===== config.mk =====
export PLATFORM = sky130hd
export DESIGN_NAME = sle_top
export DESIGN_NICKNAME = d
export VERILOG_FILES = /design/src/rtl/sle_pkg.sv /design/src/rtl/sle_top.sv /design/src/rtl/sle_timer.sv /design/src/rtl/sle_fault_latch.sv
export SDC_FILE = /design/constraint.sdc
export NUM_CORES = 1
export LEC_CHECK = 0
export ABC_AREA = 1
export BUFFER_PORTS_ARGS = -buffer_cell sky130_fd_sc_hd__buf_4
export CAP_MARGIN = 20
export CORE_MARGIN = 2
export CORE_UTILIZATION = 25
export DETAILED_ROUTE_END_ITERATION = 12
export SLEW_MARGIN = 20
export SYNTH_ARGS = -nofsm -noshare
export SYNTH_HDL_FRONTEND = slang
export SYNTH_SLANG_ARGS = --single-unit

===== constraint.sdc =====
create_clock -name SYS_CLK -period 3.39 [get_ports SYS_CLK]
set_input_delay 0.678 -clock SYS_CLK [delete_from_list [all_inputs] [get_ports SYS_CLK]]
set_output_delay 0.678 -clock SYS_CLK [all_outputs]
set_load 0.02 [all_outputs]

===== src/rtl/sle_pkg.sv =====
// Purpose: shared constants for the status lamp and fault code signaller
// Assumes: 100 MHz system clock
// Notes:   times are in milliseconds, counts are derived from them
package sle_pkg;

    ////////////////////////////////////////////////////////////////////////
    // clock and timing
    localparam int unsigned CLK_KHZ      = 100000;   // cycles per millisecond
    localparam int unsigned TEST_MAX_MS  = 3000;     // self-test must end by then
    localparam int unsigned LONG_MS      = 600;      // long pulse, a one bit
    localparam int unsigned SHORT_MS     = 200;      // short pulse, a zero bit
    localparam int unsigned GAP_MS       = 300;      // dark gap between pulses
    localparam int unsigned PAUSE_MS     = 2000;     // dark pause between repeats
    localparam int unsigned BLINK_MS     = 500;      // even blink half period

    localparam logic [31:0] TEST_CYC  = 32'(TEST_MAX_MS * CLK_KHZ);
    localparam logic [31:0] LONG_CYC  = 32'(LONG_MS * CLK_KHZ);
    localparam logic [31:0] SHORT_CYC = 32'(SHORT_MS * CLK_KHZ);
    localparam logic [31:0] GAP_CYC   = 32'(GAP_MS * CLK_KHZ);
    localparam logic [31:0] PAUSE_CYC = 32'(PAUSE_MS * CLK_KHZ);
    localparam logic [31:0] BLINK_CYC = 32'(BLINK_MS * CLK_KHZ);

    ////////////////////////////////////////////////////////////////////////
    // fault code ranges (upper nibble)
    localparam logic [3:0] RANGE_CFG = 4'hA;         // configuration faults
    localparam logic [3:0] RANGE_HW  = 4'hB;         // hardware faults
    localparam logic [3:0] RANGE_OP  = 4'hC;         // faults in operation

    // fixed fault codes
    localparam logic [7:0] CODE_BAD_MODE  = 8'hA4;   // bad operation mode
    localparam logic [7:0] CODE_BAD_FMT   = 8'hA7;   // bad config message format
    localparam logic [7:0] CODE_NETBOOT   = 8'hAF;   // network boot failed
    localparam logic [7:0] CODE_MEM_LOW   = 8'hB1;   // memory fault, low 128K
    localparam logic [7:0] CODE_MEM_HIGH  = 8'hB2;   // memory fault, above 128K
    localparam logic [7:0] CODE_TIMEOUT   = 8'hC0;   // time limit exhausted
    localparam logic [7:0] CODE_HOST_MEM  = 8'hC1;   // host memory test failed
    localparam logic [7:0] CODE_HOST_IRQ  = 8'hCA;   // host interrupt test failed

    ////////////////////////////////////////////////////////////////////////
    // reset values
    localparam logic       LAMP_RST  = 1'b1;         // lamp lit out of reset
    localparam logic [2:0] MSB_IDX   = 3'h7;         // first bit shown

    ////////////////////////////////////////////////////////////////////////
    // state types
    typedef enum logic [1:0] {PH_TEST, PH_READY, PH_RUN, PH_FAULT} sle_phase_e;
    typedef enum logic [1:0] {LP_PAUSE, LP_PULSE, LP_GAP} sle_lamp_e;

endpackage


===== src/rtl/sle_top.sv =====
// Purpose: status lamp sequencing and fault code display
// Assumes: all inputs synchronous to SYS_CLK, event inputs one-cycle pulses
// Notes:   restart by RST_N or by a HOST_RESET pulse
`timescale 1ns/1ns
module sle_top #(
    parameter logic [31:0] TEST_CYC  = sle_pkg::TEST_CYC,  // self-test limit
    parameter logic [31:0] LONG_CYC  = sle_pkg::LONG_CYC,  // long pulse
    parameter logic [31:0] SHORT_CYC = sle_pkg::SHORT_CYC, // short pulse
    parameter logic [31:0] GAP_CYC   = sle_pkg::GAP_CYC,   // gap between pulses
    parameter logic [31:0] PAUSE_CYC = sle_pkg::PAUSE_CYC, // pause between repeats
    parameter logic [31:0] BLINK_CYC = sle_pkg::BLINK_CYC  // blink half period
) (
    input  wire logic       SYS_CLK,
    input  wire logic       RST_N,
    input  wire logic       HOST_RESET,
    input  wire logic       TEST_PASS,
    input  wire logic       MEM_LOW_FAIL,
    input  wire logic       MEM_HIGH_FAIL,
    input  wire logic       BAD_MODE,
    input  wire logic       BAD_FORMAT,
    input  wire logic       NETBOOT_FAIL,
    input  wire logic       HOST_MEM_FAIL,
    input  wire logic       HOST_IRQ_FAIL,
    input  wire logic       FAULT_REQ,
    input  wire logic [3:0] FAULT_DETAIL,
    input  wire logic       FAULT_STEADY,
    input  wire logic       INIT_DONE,
    output logic            STATUS_INDICATOR_LAMP,
    output logic            TEST_FAIL_STATUS,
    output logic            CONFIG_READY,
    output logic            FAULT_ACTIVE,
    output logic [7:0]      FAULT_CODE
);

    ////////////////////////////////////////////////////////////////////////
    // state
    typedef struct packed {
        sle_pkg::sle_phase_e phase;    // test, ready, run or fault
        sle_pkg::sle_lamp_e  lmode;    // part of the code display
        logic [2:0]          bit_idx;  // code bit being shown
        logic                lamp;     // lamp drive
        logic                fail;     // self-test failure flag
    } sle_top_s;

    sle_top_s    s_q;          // registered state
    sle_top_s    s_d;          // next state
    logic        lt_load;      // restart lamp timer
    logic [31:0] lt_val;       // lamp timer interval
    logic        lt_done;      // lamp interval ends
    logic        wd_done;      // self-test time exhausted
    logic        flt_req;      // fault seen this cycle
    logic [7:0]  flt_sel;      // code of that fault
    logic        f_active;     // fault held
    logic [7:0]  f_code;       // held code
    logic        f_steady;     // held display style

    ////////////////////////////////////////////////////////////////////////
    // self-test watchdog, armed by reset and host reset
    sle_timer #(
        .RST_VAL (TEST_CYC)
    ) u_wd (
        .clk   (SYS_CLK),
        .rst_n (RST_N),
        .load  (HOST_RESET),
        .value (TEST_CYC),
        .done  (wd_done)
    );

    // lamp interval timer
    sle_timer #(
        .RST_VAL (32'h0)
    ) u_lt (
        .clk   (SYS_CLK),
        .rst_n (RST_N),
        .load  (lt_load),
        .value (lt_val),
        .done  (lt_done)
    );

    // first fault is kept
    sle_fault_latch u_flt (
        .clk        (SYS_CLK),
        .rst_n      (RST_N),
        .clear      (HOST_RESET),
        .req        (flt_req),
        .code       (flt_sel),
        .steady     (FAULT_STEADY),
        .flt_active (f_active),
        .flt_code   (f_code),
        .flt_steady (f_steady)
    );

    ////////////////////////////////////////////////////////////////////////
    // fault source select, by phase and priority
    always_comb begin
        flt_req = 1'b0;
        flt_sel = 8'h00;
        case (s_q.phase)
            sle_pkg::PH_TEST: begin                  // hardware range, except timeout code C0
                if (wd_done) begin
                    flt_req = 1'b1;
                    flt_sel = sle_pkg::CODE_TIMEOUT;
                end else if (MEM_LOW_FAIL) begin
                    flt_req = 1'b1;
                    flt_sel = sle_pkg::CODE_MEM_LOW;
                end else if (MEM_HIGH_FAIL) begin
                    flt_req = 1'b1;
                    flt_sel = sle_pkg::CODE_MEM_HIGH;
                end else if (FAULT_REQ) begin
                    flt_req = 1'b1;
                    flt_sel = {sle_pkg::RANGE_HW, FAULT_DETAIL};
                end
            end
            sle_pkg::PH_READY: begin                 // configuration range
                if (BAD_MODE) begin
                    flt_req = 1'b1;
                    flt_sel = sle_pkg::CODE_BAD_MODE;
                end else if (BAD_FORMAT) begin
                    flt_req = 1'b1;
                    flt_sel = sle_pkg::CODE_BAD_FMT;
                end else if (NETBOOT_FAIL) begin
                    flt_req = 1'b1;
                    flt_sel = sle_pkg::CODE_NETBOOT;
                end else if (FAULT_REQ) begin
                    flt_req = 1'b1;
                    flt_sel = {sle_pkg::RANGE_CFG, FAULT_DETAIL};
                end
            end
            sle_pkg::PH_RUN: begin                   // operation range
                if (HOST_MEM_FAIL) begin
                    flt_req = 1'b1;
                    flt_sel = sle_pkg::CODE_HOST_MEM;
                end else if (HOST_IRQ_FAIL) begin
                    flt_req = 1'b1;
                    flt_sel = sle_pkg::CODE_HOST_IRQ;
                end else if (FAULT_REQ) begin
                    flt_req = 1'b1;
                    flt_sel = {sle_pkg::RANGE_OP, FAULT_DETAIL};
                end
            end
            default: ;                               // already stopped
        endcase
    end

    ////////////////////////////////////////////////////////////////////////
    // phase and lamp sequencing
    always_comb begin
        s_d     = s_q;
        lt_load = 1'b0;
        lt_val  = BLINK_CYC;
        s_d.fail = s_q.fail | (flt_req && s_q.phase == sle_pkg::PH_TEST);
        if (HOST_RESET) begin
            s_d.phase   = sle_pkg::PH_TEST;
            s_d.lamp    = sle_pkg::LAMP_RST;
            s_d.lmode   = sle_pkg::LP_PAUSE;
            s_d.bit_idx = sle_pkg::MSB_IDX;
            s_d.fail    = 1'b0;
        end else if (flt_req) begin                  // stop, start display
            s_d.phase   = sle_pkg::PH_FAULT;
            s_d.lmode   = sle_pkg::LP_PAUSE;
            s_d.bit_idx = sle_pkg::MSB_IDX;
            s_d.lamp    = FAULT_STEADY;
            lt_load     = 1'b1;
            lt_val      = PAUSE_CYC;
        end else begin
            case (s_q.phase)
                sle_pkg::PH_TEST: begin
                    s_d.lamp = 1'b1;
                    if (TEST_PASS) begin
                        s_d.phase = sle_pkg::PH_READY;
                        s_d.lamp  = 1'b0;
                        lt_load   = 1'b1;
                        lt_val    = BLINK_CYC;
                    end
                end
                sle_pkg::PH_READY: begin
                    if (INIT_DONE) begin
                        s_d.phase = sle_pkg::PH_RUN;
                        s_d.lamp  = 1'b0;
                    end else if (lt_done) begin
                        s_d.lamp = ~s_q.lamp;
                        lt_load  = 1'b1;
                        lt_val   = BLINK_CYC;
                    end
                end
                sle_pkg::PH_RUN: begin
                    s_d.lamp = 1'b0;
                end
                sle_pkg::PH_FAULT: begin
                    if (f_steady) begin
                        s_d.lamp = 1'b1;
                    end else if (lt_done) begin
                        case (s_q.lmode)
                            sle_pkg::LP_PAUSE: begin // start at msb
                                s_d.lmode   = sle_pkg::LP_PULSE;
                                s_d.bit_idx = sle_pkg::MSB_IDX;
                                s_d.lamp    = 1'b1;
                                lt_load     = 1'b1;
                                lt_val      = f_code[sle_pkg::MSB_IDX] ? LONG_CYC
                                                                       : SHORT_CYC;
                            end
                            sle_pkg::LP_PULSE: begin // dark gap after pulse
                                s_d.lmode = sle_pkg::LP_GAP;
                                s_d.lamp  = 1'b0;
                                lt_load   = 1'b1;
                                lt_val    = GAP_CYC;
                            end
                            sle_pkg::LP_GAP: begin
                                lt_load = 1'b1;
                                if (s_q.bit_idx == 3'h0) begin // repeat
                                    s_d.lmode = sle_pkg::LP_PAUSE;
                                    lt_val    = PAUSE_CYC;
                                end else begin       // next lower bit
                                    s_d.lmode   = sle_pkg::LP_PULSE;
                                    s_d.bit_idx = s_q.bit_idx - 3'h1;
                                    s_d.lamp    = 1'b1;
                                    lt_val      = f_code[s_q.bit_idx - 3'h1] ? LONG_CYC
                                                                             : SHORT_CYC;
                                end
                            end
                            default: s_d.lmode = sle_pkg::LP_PAUSE;
                        endcase
                    end
                end
                default: s_d.phase = sle_pkg::PH_TEST;
            endcase
        end
    end

    // state register
    always_ff @(posedge SYS_CLK or negedge RST_N) begin
        if (!RST_N) begin
            s_q <= '{phase:   sle_pkg::PH_TEST,
                     lmode:   sle_pkg::LP_PAUSE,
                     bit_idx: sle_pkg::MSB_IDX,
                     lamp:    sle_pkg::LAMP_RST,
                     fail:    1'b0};
        end else begin
            s_q <= s_d;
        end
    end

    ////////////////////////////////////////////////////////////////////////
    // outputs
    assign STATUS_INDICATOR_LAMP = s_q.lamp;
    assign TEST_FAIL_STATUS      = s_q.fail;
    assign CONFIG_READY          = (s_q.phase == sle_pkg::PH_READY);
    assign FAULT_ACTIVE          = f_active;
    assign FAULT_CODE            = f_code;

    ////////////////////////////////////////////////////////////////////////
    // checking helpers
    logic [31:0] test_cyc_q;   // cycles spent in self-test
    logic [31:0] on_cnt_q;     // cycles lamp has been lit

    always_ff @(posedge SYS_CLK or negedge RST_N) begin
        if (!RST_N) begin
            test_cyc_q <= 32'h0;
            on_cnt_q   <= 32'h0;
        end else begin
            test_cyc_q <= (s_q.phase == sle_pkg::PH_TEST && !HOST_RESET)
                          ? test_cyc_q + 32'h1 : 32'h0;
            on_cnt_q   <= s_q.lamp ? on_cnt_q + 32'h1 : 32'h0;
        end
    end
endmodule // sle_top


===== src/rtl/sle_timer.sv =====
// Purpose: loadable down counter that flags its last cycle
// Assumes: value of zero means idle
// Notes:   done is high in the Nth cycle after a load of N
`timescale 1ns/1ns
module sle_timer #(
    parameter logic [31:0] RST_VAL = 32'h0
) (
    input  wire logic        clk,
    input  wire logic        rst_n,
    input  wire logic        load,
    input  wire logic [31:0] value,
    output logic             done
);

    typedef struct packed {
        logic [31:0] cnt;    // cycles left
    } sle_tmr_s;

    sle_tmr_s s_q;           // registered state
    sle_tmr_s s_d;           // next state

    ////////////////////////////////////////////////////////////////////////
    // next count
    always_comb begin
        s_d = s_q;
        if (load) begin                      // restart
            s_d.cnt = value;
        end else if (s_q.cnt != 32'h0) begin // run down
            s_d.cnt = s_q.cnt - 32'h1;
        end
    end

    // state register
    always_ff @(posedge clk or negedge rst_n) begin
        if (!rst_n) begin
            s_q <= '{cnt: RST_VAL};
        end else begin
            s_q <= s_d;
        end
    end

    // last cycle of the interval
    assign done = (s_q.cnt == 32'h1);

endmodule // sle_timer


===== src/rtl/sle_fault_latch.sv =====
// Purpose: catches the first fault code and its display style
// Assumes: clear is a synchronous restart
// Notes:   later requests are ignored until clear or reset
`timescale 1ns/1ns
module sle_fault_latch (
    input  wire logic       clk,
    input  wire logic       rst_n,
    input  wire logic       clear,
    input  wire logic       req,
    input  wire logic [7:0] code,
    input  wire logic       steady,
    output logic            flt_active,
    output logic [7:0]      flt_code,
    output logic            flt_steady
);

    typedef struct packed {
        logic       active;   // a fault is held
        logic [7:0] code;     // held code
        logic       steady;   // steady lamp instead of code
    } sle_flt_s;

    sle_flt_s s_q;            // registered state
    sle_flt_s s_d;            // next state

    ////////////////////////////////////////////////////////////////////////
    // first request wins, held until restart
    always_comb begin
        s_d = s_q;
        if (clear) begin
            s_d = '0;
        end else if (req && !s_q.active) begin
            s_d.active = 1'b1;
            s_d.code   = code;
            s_d.steady = steady;
        end
    end

    // state register
    always_ff @(posedge clk or negedge rst_n) begin
        if (!rst_n) begin
            s_q <= '0;
        end else begin
            s_q <= s_d;
        end
    end

    assign flt_active = s_q.active;
    assign flt_code   = s_q.code;
    assign flt_steady = s_q.steady;
endmodule // sle_fault_latch


Yosys cells after proc, flatten, opt, wreduce, memory -nomap -nowiden --
Cells that the tools add are included.
Cells by class: add/sub/neg operators 3, multipliers 0, divide/modulo/power cells 0, order comparisons 1, eq/ne operators 15, shift-type cells 0, multiplexer cells 67, bitwise logic cells 2, reductions and logical operators 20
Operators by type and width (number):
- 28-bit 2-to-1 mux | 6
- 32-bit 2-to-1 mux | 4
- 8-bit 2-to-1 mux | 13
- 28-bit one-hot mux with 3 select lines | 1
- 32-bit by 1-bit equality test with 1-bit output, second input constant | 2
- 32-bit nonzero test | 2
- 32-bit by 1-bit subtractor with 32-bit output, second input constant | 2
- 26-bit 2-to-1 mux | 2
- 1-bit 2-to-1 mux | 24
- 8-bit one-hot mux with 3 select lines | 1
- 10-bit 2-to-1 mux | 2
- 5-bit 2-to-1 mux | 2
- 1-bit one-hot mux with 3 select lines | 3
- 4-bit != test, second input constant | 2
- 4-bit nonzero test | 2
- 7-bit by 3-bit != test with 1-bit output, second input constant | 1
- 2-bit equality test, second input constant | 3
- 6-bit 2-to-1 mux | 1
- 6-bit by 5-bit != test with 1-bit output, second input constant | 1
- 2-bit one-hot mux with 3 select lines | 1
- 3-bit one-hot mux with 2 select lines | 1
- 3-bit AND reduction | 2
- 2-bit nonzero test | 3
- 3-bit nonzero test | 2
- other kinds (21) | 25
Storage, ports and cells: flip-flop bits (word level) 83, latch bits 0, bits in writable memories 0, memory bits (read-only) 0, output and inout bits 12, word-level logic and storage cells 118, memories kept 0

Logic depth before layout (Yosys ltp) --
Gate-level depths: netlist of the first run.
depth after elaboration 12, gate-level depth with buffers 15

By module --
A second synthesis of the first run with hierarchy kept.
Unflattened totals: cells, all modules 934, area total of the unflattened synthesis 6170.9 um^2
Modules (own cells, without submodules):
- sle_timer (u_wd) | times used 1, cells each 343, area an instance 2296.0 um^2, sequential area each 813.3 um^2
- sle_timer (u_lt) | times used 1, cells each 343, area an instance 2283.4 um^2, sequential area each 800.8 um^2
- sle_top | times used 1, cells each 204, area an instance 1152.4 um^2, sequential area each 230.2 um^2
- sle_fault_latch | times used 1, cells each 44, area an instance 439.2 um^2, sequential area each 250.2 um^2

Worst setup path after synthesis of the first run --
OpenSTA, ideal clock, no wires.
path type input to register, from input FAULT_REQ, to register u_lt.s_q[19] in the netlist's numbering, setup time 125 ps, data arrival time 1948 ps, data required time 3265 ps, path slack 1318 ps, cell stages on the path 10, path buffers 2, cells stage by stage buf_2 -> o31ai_1 -> nand2_1 -> clkinv_1 -> nand3_4 -> inv_6 -> nand2_8 -> a21oi_4 -> buf_6 -> a21oi_1
On the way: cells in the longest elaborated chain, start to end 8
Ends and longest elaborated chain:
- from (decl) | line sle_top.sv:24 | input wire logic FAULT_REQ,
- 1-bit 2-to-1 mux (*) | line sle_top.sv:109, sle_top.sv:124, sle_top.sv:136
- 1-bit 2-to-1 mux, on equally long branches | line sle_top.sv:121, sle_top.sv:106
- 1-bit 2-to-1 mux, on equally long branches | line sle_top.sv:118, sle_top.sv:103
- 1-bit 2-to-1 mux, on equally long branches | line sle_top.sv:115, sle_top.sv:100
- 1-bit one-hot mux with 3 select lines (*) | line sle_top.sv:98 | case (s_q.phase)
- 28-bit 2-to-1 mux or 1-bit 2-to-1 mux (tied branches) | line sle_top.sv:158 | end else if (flt_req) begin
- 28-bit 2-to-1 mux or 1-bit 2-to-1 mux (tied branches) | line sle_top.sv:152 | if (HOST_RESET) begin
- 32-bit 2-to-1 mux or 2-bit nonzero test (tied branches)
- to (signal assigned) | line sle_timer.sv:36 | s_q <= '{cnt: RST_VAL};
- to (decl) | line sle_timer.sv:19 | sle_tmr_s s_q;
Every way passes the cells marked *; elsewhere a longest branch is shown, timed or not. A chain may end at the register's enable or synchronous reset.

Worst setup path in the final report of the first run --
from register u_lt.s_q[0] in the netlist's numbering, to register u_lt.s_q[25] in the netlist's numbering
On the way: cells in the longest elaborated chain, start to end 7
Ends and longest elaborated chain:
- 32-bit by 1-bit equality test with 1-bit output | line sle_timer.sv:43 | assign done = (s_q.cnt == 32'h1);
- 1-bit 2-to-1 mux (tied with other cells) | line sle_top.sv:192 | end else if (lt_done) begin
- 1-bit 2-to-1 mux (tied with other cells) | line sle_top.sv:190 | if (f_steady) begin
- 1-bit one-hot mux with 3 select lines or 28-bit 2-to-1 mux (tied branches)
- 1-bit 2-to-1 mux or 28-bit 2-to-1 mux (tied branches) | line sle_top.sv:158
- 1-bit 2-to-1 mux or 28-bit 2-to-1 mux (tied branches) | line sle_top.sv:152
- 32-bit 2-to-1 mux or 2-bit nonzero test (tied branches)
Several ways; a longest one is shown, not always the timed one. The select of a mux whose other input is x is not followed.

==> summary.md, run 1 <==
| Metric | Value |
|---|---|
| TritonCTS clock tree | `done` |
| Layout Nets | `801` |
| Hold slack | `0.366 ns` |
| Syn nets | `770` |
| Kind of critical path | `register to register` |
| Worst-margin pin slew | `0.702 ns` |
| Drt pass-1 iters | `5` |
| Total grt overflow | `0` |
| P_leak | `2.73 nW` |
| Top cells by count, synth | `nand2_1, nor2_1, inv_1, dfrtp_1, nand3_1` |
| CTS max path bufs | `2` |
| Worst EP arrival | `2.51 ns` |
| Final setup violation count | `0` |
| Post-DR wirelength/cell | `between 10 and 15 um` |
| Max Cap Viol | `0` |
| Max Fanout on Critical Path | `15` |
| CTS root buf | `clkbuf_16` |
| Ranking of synthesized cells by area | `dfrtp_1, nand2_1, nor2_1` |
| Core ar. | `21800 um2` |
| Row count | `between 50 and 60` |
| Critical Path Max Stage Delay | `around 0.44 ns` |
| Synth Register Bits | `83` |
| Final Hold Viols | `0` |
| Number of enable flip-flop cells after synthesis | `0` |
| Fin Clk Skew | `~0.0090 ns` |
| Post-route setup TNS | `0 ns` |
| Most common cell in the netlist | `nand2_1` |
| I/O Pins | `30` |
| Synth area leader | `dfrtp_1` |
| Final GP Congestion | `0.827` |
| Cell Area, Synth | `5520 um2` |
| Critical path startpoint category | `register` |
| Vias in the first global route | `4888` |
| Worst endpoint required time | `approximately 3.6 ns` |
| Dpl ws | `0.962 ns` |
| Power Dens Cells | `644 nW/um2` |
| Later-pin clock latency in the skew report | `0.36 ns` |
| Pin count of the biggest net entering global routing | `54` |
| Tmin final | `2.30 ns` |
| Worst min path class | `primary input to asynchronous set/reset pin` |
| Final Slew Violations | `0` |
| Share of layout cells above drive strength 1 | `0.154` |
| Highest Clock Rate | `between 400 and 500 MHz` |
| Cell count after synthesis | `~750` |
| Outcome | `finished, final reports clean` |
| CP Capture Type | `register` |
| Final worst setup slack | `1.09 ns` |
| Top FF cell, synth | `dfrtp_1` |
| Ant diodes | `0` |
| Cells on worst reg2reg path | `9` |
| Most used cell, CP | `nor2_4` |
| Die Y | `153 um` |
| FFs w/ async S/R, synth | `1.00` |
| Warnings from Yosys | `0` |
| Seq/Total Area, Yosys | `0.380` |
| CTS resizes | `0` |
| Iter 0 DRT Violations | `248` |
| CP cell instances | `inv_1 > ha_1 > nand2_2 > nor2_4 > nand4_4 > nor2_4 > inv_2 > a21oi_4 > a21oi_1` |
| PortBufs | `29` |
| Util after Layout | `0.289` |
| Clk slew on worst S/H paths | `0.06 ns` |
| Initial core utilization | `0.254` |
| Fin crit share | `0.677` |
| Chip width | `approximately 150 um` |
| Postcts setup bufs | `0` |
| Total Routing Usage GR | `0.124` |
| Dpl hpwl | `between 10000 and 15000 um` |
| Peak VDD IR | `0.300 mV` |
| Yosys top cell area share | `0.313` |
| Slew Limit Headroom | `0.532` |
| Syn avg cell area | `~7.4 um2` |
| CP max-delay cell | `dfrtp_1` |
| WL final | `13900 um` |
| # DRC | `0` |
| Antenna violations before repair | `0` |
| # clock sinks | `83` |
| Unrepaired setup endpoints after global routing | `false` |
| CTS hold repair buffers | `0` |
| Via count | `4873` |
| Total CTS buffers | `9` |
| Area Growth Syn to Fin | `14.2%` |
| Die area | `23300 um2` |
| Cell variety after synth | `45` |
| H-tree depth | `3` |
| Global-route wire length before repair | `around 24000 um` |
| Vias per cell | `4.59` |
| ANT nets after route | `0` |
==> area by class of cell <==
cell class / instances / area, um2
clock buffers: 11 / 233
multi-input cells: 562 / 3010
repair buffers: 33 / 248
flip-flops and latches: 83 / 2090
fillers: 2391 / 15500
inverters: 87 / 332
clock inverters: 5 / 30.0
well taps: 280 / 350
==> placed cells by master, fill, tap and decap left out, types with 2 or more instances in the layout <==
master      count
o21a_1          2
clkbuf_16       9
inv_1          78
and3_1          2
nand4_1        12
dfrtp_1        69
o211ai_1        2
nor2_4         14
dfstp_2        14
buf_4          33
nand2_4         3
a21oi_1        39
nor2_1        117
nand2_2        10
nor4_1          4
clkinv_1        4
clkbuf_1        2
nor3_2          2
xor2_1         25
o21ai_0        24
ha_1            7
o31ai_1         6
xnor2_1        18
clkinv_2        3
o21ai_1         2
nor2_2         17
nor3_1         30
nand3_1        51
a211oi_1        3
clkinvlp_4      2
nor3b_1         5
o22ai_1         5
inv_2           4
nand2_1       151
==> metal layers <==
| layer | routed length (um) | up-vias | track usage |
|---|---|---|---|
| met5 | 0 | - | 0 |
| met4 | 271 | 0 | 0.0366 |
| met3 | 511 | 27 | 0.0333 |
| met2 | 6930 | 75 | 0.216 |
| met1 | 6230 | 2298 | 0.150 |
| li1 | - | 2473 | - |
==> flip-flops by register name, summed over array words and instances (netlist names) <==
name                   flops
u_flt.flt_code             8
STATUS_INDICATOR_LAMP      1
u_wd.s_q                  32
TEST_FAIL_STATUS           1
u_lt.s_q                  32
s_q                        7
u_flt.flt_steady           1
u_flt.flt_active           1
==> stage by stage <==
stage	total power [mW]	cell area (um2)	std cells
after global routing	4.38	6300	1061
final	4.05	6300	1061
after CTS	4.10	6300	1061
after floorplan	2.73	5520	745
after detailed placement	3.16	6030	1045
after global placement	3.14	6030	1045
==> critical path: cells and delay by family, from the launching register on <==
kind                       cells  cell delay (ns)
buffers and inverters          2             0.27
and+or+nand+nor                4             0.70
DFF                            1             0.44
adders and majority gates      1             0.24
AOI/OAI and AO/OA              2             0.48
==> kinds of logic after synthesis <==
logic type / after synthesis / synth area share
compound gates: 89 / 0.0937
xor+xnor: 43 / 0.0683
fa+ha+maj: 7 / 0.0159
buf+inv: 100 / 0.0746
flops: 83 / 0.380
simple gates: 423 / 0.368
==> path summary, 6_finish.rpt <==
kind / startpoint / slack [ns] / to
max: u_lt.s_q[0] / 1.09 / u_lt.s_q[25]
min: RST_N / 0.37 / u_wd.s_q[2]
max reg2reg: u_lt.s_q[0] / 1.09 / u_lt.s_q[25]
min reg2reg: STATUS_INDICATOR_LAMP / 0.48 / STATUS_INDICATOR_LAMP
max in group asynchronous: RST_N / 2.26 / u_wd.s_q[28]
min in group SYS_CLK: STATUS_INDICATOR_LAMP / 0.48 / STATUS_INDICATOR_LAMP
==> power breakdown <==
| part | total, mW | leakage [nW] | internal, mW | switching (mW) |
|---|---|---|---|---|
| sequential | 1.47 | 1.04 | 1.22 | 0.247 |
| clock | 0.913 | 0.125 | 0.493 | 0.420 |
| combinational | 1.67 | 1.57 | 0.597 | 1.07 |
(Power assumes the default switching activity.)
==> run 2, diff against run 1 <==
clock period = 2.4 ns   (was 3.39 ns; I/O delays follow)
==> summary.md, run 2 (synthesis results as in run 1) <==
| Metric | Value |
|---|---|
| Outcome | `finished, final reports clean` |
| Global-route wire length before repair | `23500 um (-0.56%)` |
| Layout Nets | `806 (+0.62%)` |
| Clk slew on worst S/H paths | `0.07 ns (about the same)` |
| TritonCTS clock tree | `done` |
| Iter 0 DRT Violations | `271 (+9.3%)` |
| Initial core utilization | `0.254 (unchanged)` |
| Later-pin clock latency in the skew report | `0.35 ns (about the same)` |
| Fin area | `6370 um2 (+1.2%)` |
| Total grt overflow | `0 (unchanged)` |
| Final worst setup slack | `0.282 ns (-0.812 ns)` |
| CTS root buf | `clkbuf_16` |
| CP max-delay cell | `dfrtp_1` |
| CP delay by family, top | `simple AND/OR/NAND/NOR gates` |
| Share of layout cells above drive strength 1 | `0.159 (+0.00538)` |
| CP cell instances | `inv_1 > ha_1 > nand2_2 > nor2_4 > nand4_4 > nor2_4 > inv_2 > a21oi_4 > buf_12 > a21oi_1` |
| I/O Pins | `30 (unchanged)` |
| WL final | `13800 um (-0.88%)` |
| Post-DR wirelength/cell | `13.0 um (-1.3%)` |
| Most frequent cells in the layout | `nand2_1, nor2_1, inv_1, dfrtp_1, nand3_1` |
| Final setup violation count | `0 (unchanged)` |
| CTS hold repair buffers | `0 (unchanged)` |
| CTS max path bufs | `2 (unchanged)` |
| Vias per cell | `4.55 (-0.92%)` |
| Number of buffers and inverters on the critical path | `3 (+1)` |
| Worst EP arrival | `2.35 ns (-0.16 ns)` |
| Crit path from | `u_lt.s_q[0]` |
| Leading cell type in the layout, fill and taps excluded | `nand2_1` |
| # DRC | `0 (unchanged)` |
| Pin count of the biggest net entering global routing | `43 (-20%)` |
| Final GP Congestion | `0.838 (+1.3%)` |
| Reg2reg setup slack | `0.28 ns (-0.81 ns)` |
| Critical Path Max Stage Delay | `0.44 ns (about the same)` |
| Worst endpoint required time | `2.63 ns (-0.97 ns)` |
| Fin crit share | `0.883 (+0.205)` |
| Kind of critical path | `register to register` |
| PortBufs | `29 (unchanged)` |
| Chip width | `153 um (unchanged)` |
| Vias in the first global route | `4828 (-1.2%)` |
| Most used cell, CP | `nor2_4` |
| ANT nets after route | `0 (unchanged)` |
| P_leak | `2.78 nW (+1.5%)` |
| Max Fanout on Critical Path | `15 (unchanged)` |
| Post-route setup TNS | `0 ns (unchanged)` |
| Worst r2r src | `u_lt.s_q[0]` |
| Max Cap Viol | `0 (unchanged)` |
| H-tree depth | `3 (unchanged)` |
| Core ar. | `21800 um2 (unchanged)` |
| Antenna violations before repair | `0 (unchanged)` |
| Tmin final | `2.12 ns (-0.178 ns)` |
| CTS resizes | `0 (unchanged)` |
| Postcts setup bufs | `0 (unchanged)` |
| Die area | `23300 um2 (unchanged)` |
| Peak VDD IR | `0.427 mV (+42%)` |
| Dpl hpwl | `10500 um (+1.0%)` |
| Dpl ws | `0.276 ns (-0.686 ns)` |
| Ant diodes | `0 (unchanged)` |
| CP Capture Type | `register` |
| Fin Clk Skew | `0.0128 ns (+0.00374 ns)` |
| Highest Clock Rate | `472 MHz (+8.4%)` |
| Slew Limit Headroom | `0.642 (+0.111)` |
| Placed cell area | `6100 um2 (+1.0%)` |
| Total Routing Usage GR | `0.124 (about the same)` |
| # clock sinks | `83 (unchanged)` |
| Unrepaired setup endpoints after global routing | `false` |
| Total CTS buffers | `9 (unchanged)` |
| Via count | `4851 (-0.45%)` |
| Total power | `5.79 mW (+43%)` |
| Final Slew Violations | `0 (unchanged)` |
| Critical path startpoint category | `register` |
| Row count | `54 (unchanged)` |
| Die Y | `153 um (unchanged)` |
| Power Dens Cells | `909 nW/um2 (+41%)` |
| Worst-margin pin slew | `0.531 ns (-0.171 ns)` |
| Worst min path class | `primary input to asynchronous set/reset pin` |
| Drt pass-1 iters | `4 (-1)` |
| Area Growth Syn to Fin | `15.5%` |
| Final Hold Viols | `0 (unchanged)` |
## run 2: cell count changes in the layout (fill, tap and decap cells not counted)
cell / delta
clkinv_4: +1
buf_4: +3
clkinv_2: -1
clkbuf_8: +1
clkinvlp_4: -1
buf_12: +2
## run 2: report_power, final
part / internal, mW / switching, mW
clock network: 0.728 / 0.578
registers: 1.73 / 0.347
logic: 0.882 / 1.52
total: 3.34 / 2.45
## run 2: final timing paths
path / end / cells after the start
worst max-delay path: u_lt.s_q[20] / 10
worst min-delay path: u_wd.s_q[1] / 1
worst max register to register: u_lt.s_q[20] / 10
worst min register to register: STATUS_INDICATOR_LAMP / 2
max in group asynchronous: u_wd.s_q[28] / 2
min in group SYS_CLK: u_flt.flt_steady / 3
## run 2: worst register-to-register path, stage by stage (launching register included)
cell and delay, ns:
dfrtp_1 0.44, inv_1 0.12, ha_1 0.24, nand2_2 0.12
nor2_4 0.21, nand4_4 0.15, nor2_4 0.19, inv_2 0.15
a21oi_4 0.16, buf_12 0.16, a21oi_1 0.05
## run 2: routing by layer
metal	track usage	routed length (um)	vias up
met2	0.219	7060	74
met1	0.148	6080	2283
li1	-	-	2482
met5	0	0	-
met4	0.0340	118	0
met3	0.0336	553	12
## run 2: per-stage QoR
stage               instances  hold WS [ns]  utilization
finish                   1066         0.118        0.293
global route             1066         0.174        0.293
CTS                      1066         0.137        0.293
detailed placement       1050         0.480        0.280
global placement         1050         0.462        0.280
floorplan                 745         0.184            -
## run 2: final cells by class
| cell class | count | area, um2 |
|---|---|---|
| fillers | 2406 | 15400 |
| clock inverters | 4 | 26.3 |
| multi-input cells | 562 | 3010 |
| repair buffers | 38 | 310 |
| inverters | 87 | 332 |
| well taps | 280 | 350 |
| flip-flops and latches | 83 | 2090 |
| clock buffers | 12 | 246 |
==> run 3, diff against run 2 <==
CELL_PAD_IN_SITES_DETAIL_PLACEMENT = 1   (was unset)
CELL_PAD_IN_SITES_GLOBAL_PLACEMENT = 2   (was unset)
PLACE_DENSITY_LB_ADDON = 0.1   (was unset)
==> summary.md, run 3 (synthesis results as in run 1) <==
| Metric | Value |
|---|---|
| Pin count of the biggest net entering global routing | `39 (-9.3%)` |
| Final setup violation count | `0 (unchanged)` |
| CP cell instances | `clkinvlp_4 > ha_1 > inv_1 > nand3_1 > nand3_1 > nand2_2 > nand3_1 > nand2_1 > nand2_1 > nand3_2 > a21oi_1` |
| Die area | `23300 um2 (unchanged)` |
| Iter 0 DRT Violations | `103 (-62%)` |
| CTS max path bufs | `2 (unchanged)` |
| H-tree depth | `3 (unchanged)` |
| Outcome | `finished, final reports clean` |
| Critical Path Max Stage Delay | `0.59 ns (+0.15 ns)` |
| I/O Pins | `30 (unchanged)` |
| CP Capture Type | `register` |
| Max Fanout on Critical Path | `6 (-9)` |
| Clk slew on worst S/H paths | `0.07 ns (about the same)` |
| Most used cell, CP | `nand3_1` |
| Initial core utilization | `0.254 (unchanged)` |
| Peak VDD IR | `0.276 mV (-35%)` |
| Multi-input gate area | `3020 um2 (+0.50%)` |
| Worst endpoint required time | `2.67 ns (+0.04 ns)` |
| Final Hold Viols | `0 (unchanged)` |
| TritonCTS clock tree | `done` |
| Worst EP arrival | `2.53 ns (+0.18 ns)` |
| Total Routing Usage GR | `0.159 (+0.0352)` |
| Vias per cell | `4.58 (+0.58%)` |
| ANT nets after route | `0 (unchanged)` |
| CP delay by family, top | `simple AND/OR/NAND/NOR gates` |
| Fin crit share | `0.942 (+0.0596)` |
| Die Y | `153 um (unchanged)` |
| CP max-delay cell | `dfstp_2` |
| Kind of critical path | `register to register` |
| Post-DR wirelength/cell | `16.4 um (+26%)` |
| Antenna violations before repair | `0 (unchanged)` |
| Leading cell type in the layout, fill and taps excluded | `nand2_1` |
| CTS root buf | `clkbuf_16` |
| Share of layout cells above drive strength 1 | `0.188 (+0.0291)` |
| Crit path from | `s_q[2]` |
| Fillers | `2656 (+10%)` |
| Core ar. | `21800 um2 (unchanged)` |
| Worst r2r src | `s_q[2]` |
| Area Growth Syn to Fin | `19.5%` |
| Chip width | `153 um (unchanged)` |
| # DRC | `0 (unchanged)` |
| Highest Clock Rate | `442 MHz (-6.3%)` |
| Grt met1 use | `0.202 (+0.0542)` |
| Met3 Use GR | `0.0176 (-0.0159)` |
| Number of buffers and inverters on the critical path | `2 (-1)` |
| P_leak | `2.90 nW (+4.6%)` |
| Power Dens Cells | `939 nW/um2 (+3.4%)` |
| Critical path startpoint category | `register` |
| M2 GR Usage | `0.285 (+0.0661)` |
| Layout Nets | `828 (+2.7%)` |
| WL final | `17800 um (+29%)` |
| Footprint of the flip-flops and latches | `2090 um2 (unchanged)` |
| GRT Max-Usage Layer | `met2` |
| Via count | `4980 (+2.7%)` |
| Later-pin clock latency in the skew report | `0.35 ns (about the same)` |
| Most frequent cells in the layout | `nand2_1, nor2_1, inv_1, dfrtp_1, buf_4` |
| Final Slew Violations | `0 (unchanged)` |
| Hold slack | `0.130 ns (+0.0116 ns)` |
| Final GP Congestion | `0.780 (-6.9%)` |
| Total grt overflow | `0 (unchanged)` |
| Dpl hpwl | `14000 um (+33%)` |
| Tmin final | `2.26 ns (+0.143 ns)` |
| Fin Clk Skew | `0.00599 ns (-0.00679 ns)` |
| Slew Limit Headroom | `0.571 (-0.0715)` |
| Vias in the first global route | `5433 (+13%)` |
| Post-route setup TNS | `0 ns (unchanged)` |
| Ant diodes | `0 (unchanged)` |
| CTS hold repair buffers | `0 (unchanged)` |
| Drt pass-1 iters | `4 (unchanged)` |
| Worst-margin pin slew | `0.639 ns (+0.108 ns)` |
| # clock sinks | `83 (unchanged)` |
| Max Cap Viol | `0 (unchanged)` |
| Worst min path class | `primary input to asynchronous set/reset pin` |
| Total CTS buffers | `9 (unchanged)` |
| PortBufs | `29 (unchanged)` |
| Global-route wire length before repair | `29200 um (+25%)` |
| Row count | `54 (unchanged)` |
## run 3: cell count changes in the layout (fill, tap and decap cells not counted), moves of 2 or more
cell | previous run | this run
buf_4 | 36 | 58
bufinv_16 | 0 | 2
nand3_1 | 51 | 49
nand3_2 | 0 | 2
## run 3: final cells by class
type,count,share of cell area
Inverter,87,0.0509
Clock buffer,11,0.0353
Tap cell,280,0.0532
Multi-Input combinational cell,562,0.459
Sequential cell,83,0.318
Timing Repair Buffer,60,0.0721
Clock inverter,5,0.0120
## run 3: worst register-to-register path: cells and delay by family, from the launching register on
| family | cells | cell delay [ns] |
|---|---|---|
| DFF | 1 | 0.59 |
| adders and majority gates | 1 | 0.38 |
| and+or+nand+nor | 7 | 0.69 |
| AOI/OAI and AO/OA | 1 | 0.20 |
| buffers and inverters | 2 | 0.32 |
## run 3: per-stage QoR
step                      utilization  area [um2]  instances  total power, mW  setup WS, ns
after floorplan                     -        5520        745             3.85         0.526
after global placement          0.285        6210       1065             4.66         0.152
after detailed placement        0.285        6210       1065             4.69         0.131
after CTS                       0.300        6520       1081             6.28         0.122
after global routing            0.303        6590       1088             6.73       -0.0213
final                           0.303        6590       1088             6.19         0.138
## run 3: worst paths after layout
check | cells past startpoint | end | slack [ns]
min in group SYS_CLK | 3 | u_flt.flt_steady | 0.39
max reg2reg | 11 | u_lt.s_q[23] | 0.14
min reg2reg | 2 | STATUS_INDICATOR_LAMP | 0.49
min | 1 | u_lt.s_q[3] | 0.13
max in group asynchronous | 2 | s_q[4] | 1.50
max | 11 | u_lt.s_q[23] | 0.14
## run 3: layer usage
| layer | vias to the layer above | part of all wire |
|---|---|---|
| met3 | 13 | 0.013 |
| met1 | 2412 | 0.46 |
| met4 | 0 | 0.012 |
| met2 | 29 | 0.51 |
| li1 | 2526 | - |
| met5 | - | 0 |
## run 3: what timing repair did
item,in CTS,in global routing
gates resized for setup,0,6
buffers inserted,0,7
setup endpoints to repair,0,11
## run 3: where the power goes
part	switching [mW]	total [mW]	internal, mW
Combinational	1.64	2.60	0.958
Sequential	0.340	2.07	1.73
Clock	0.610	1.52	0.912
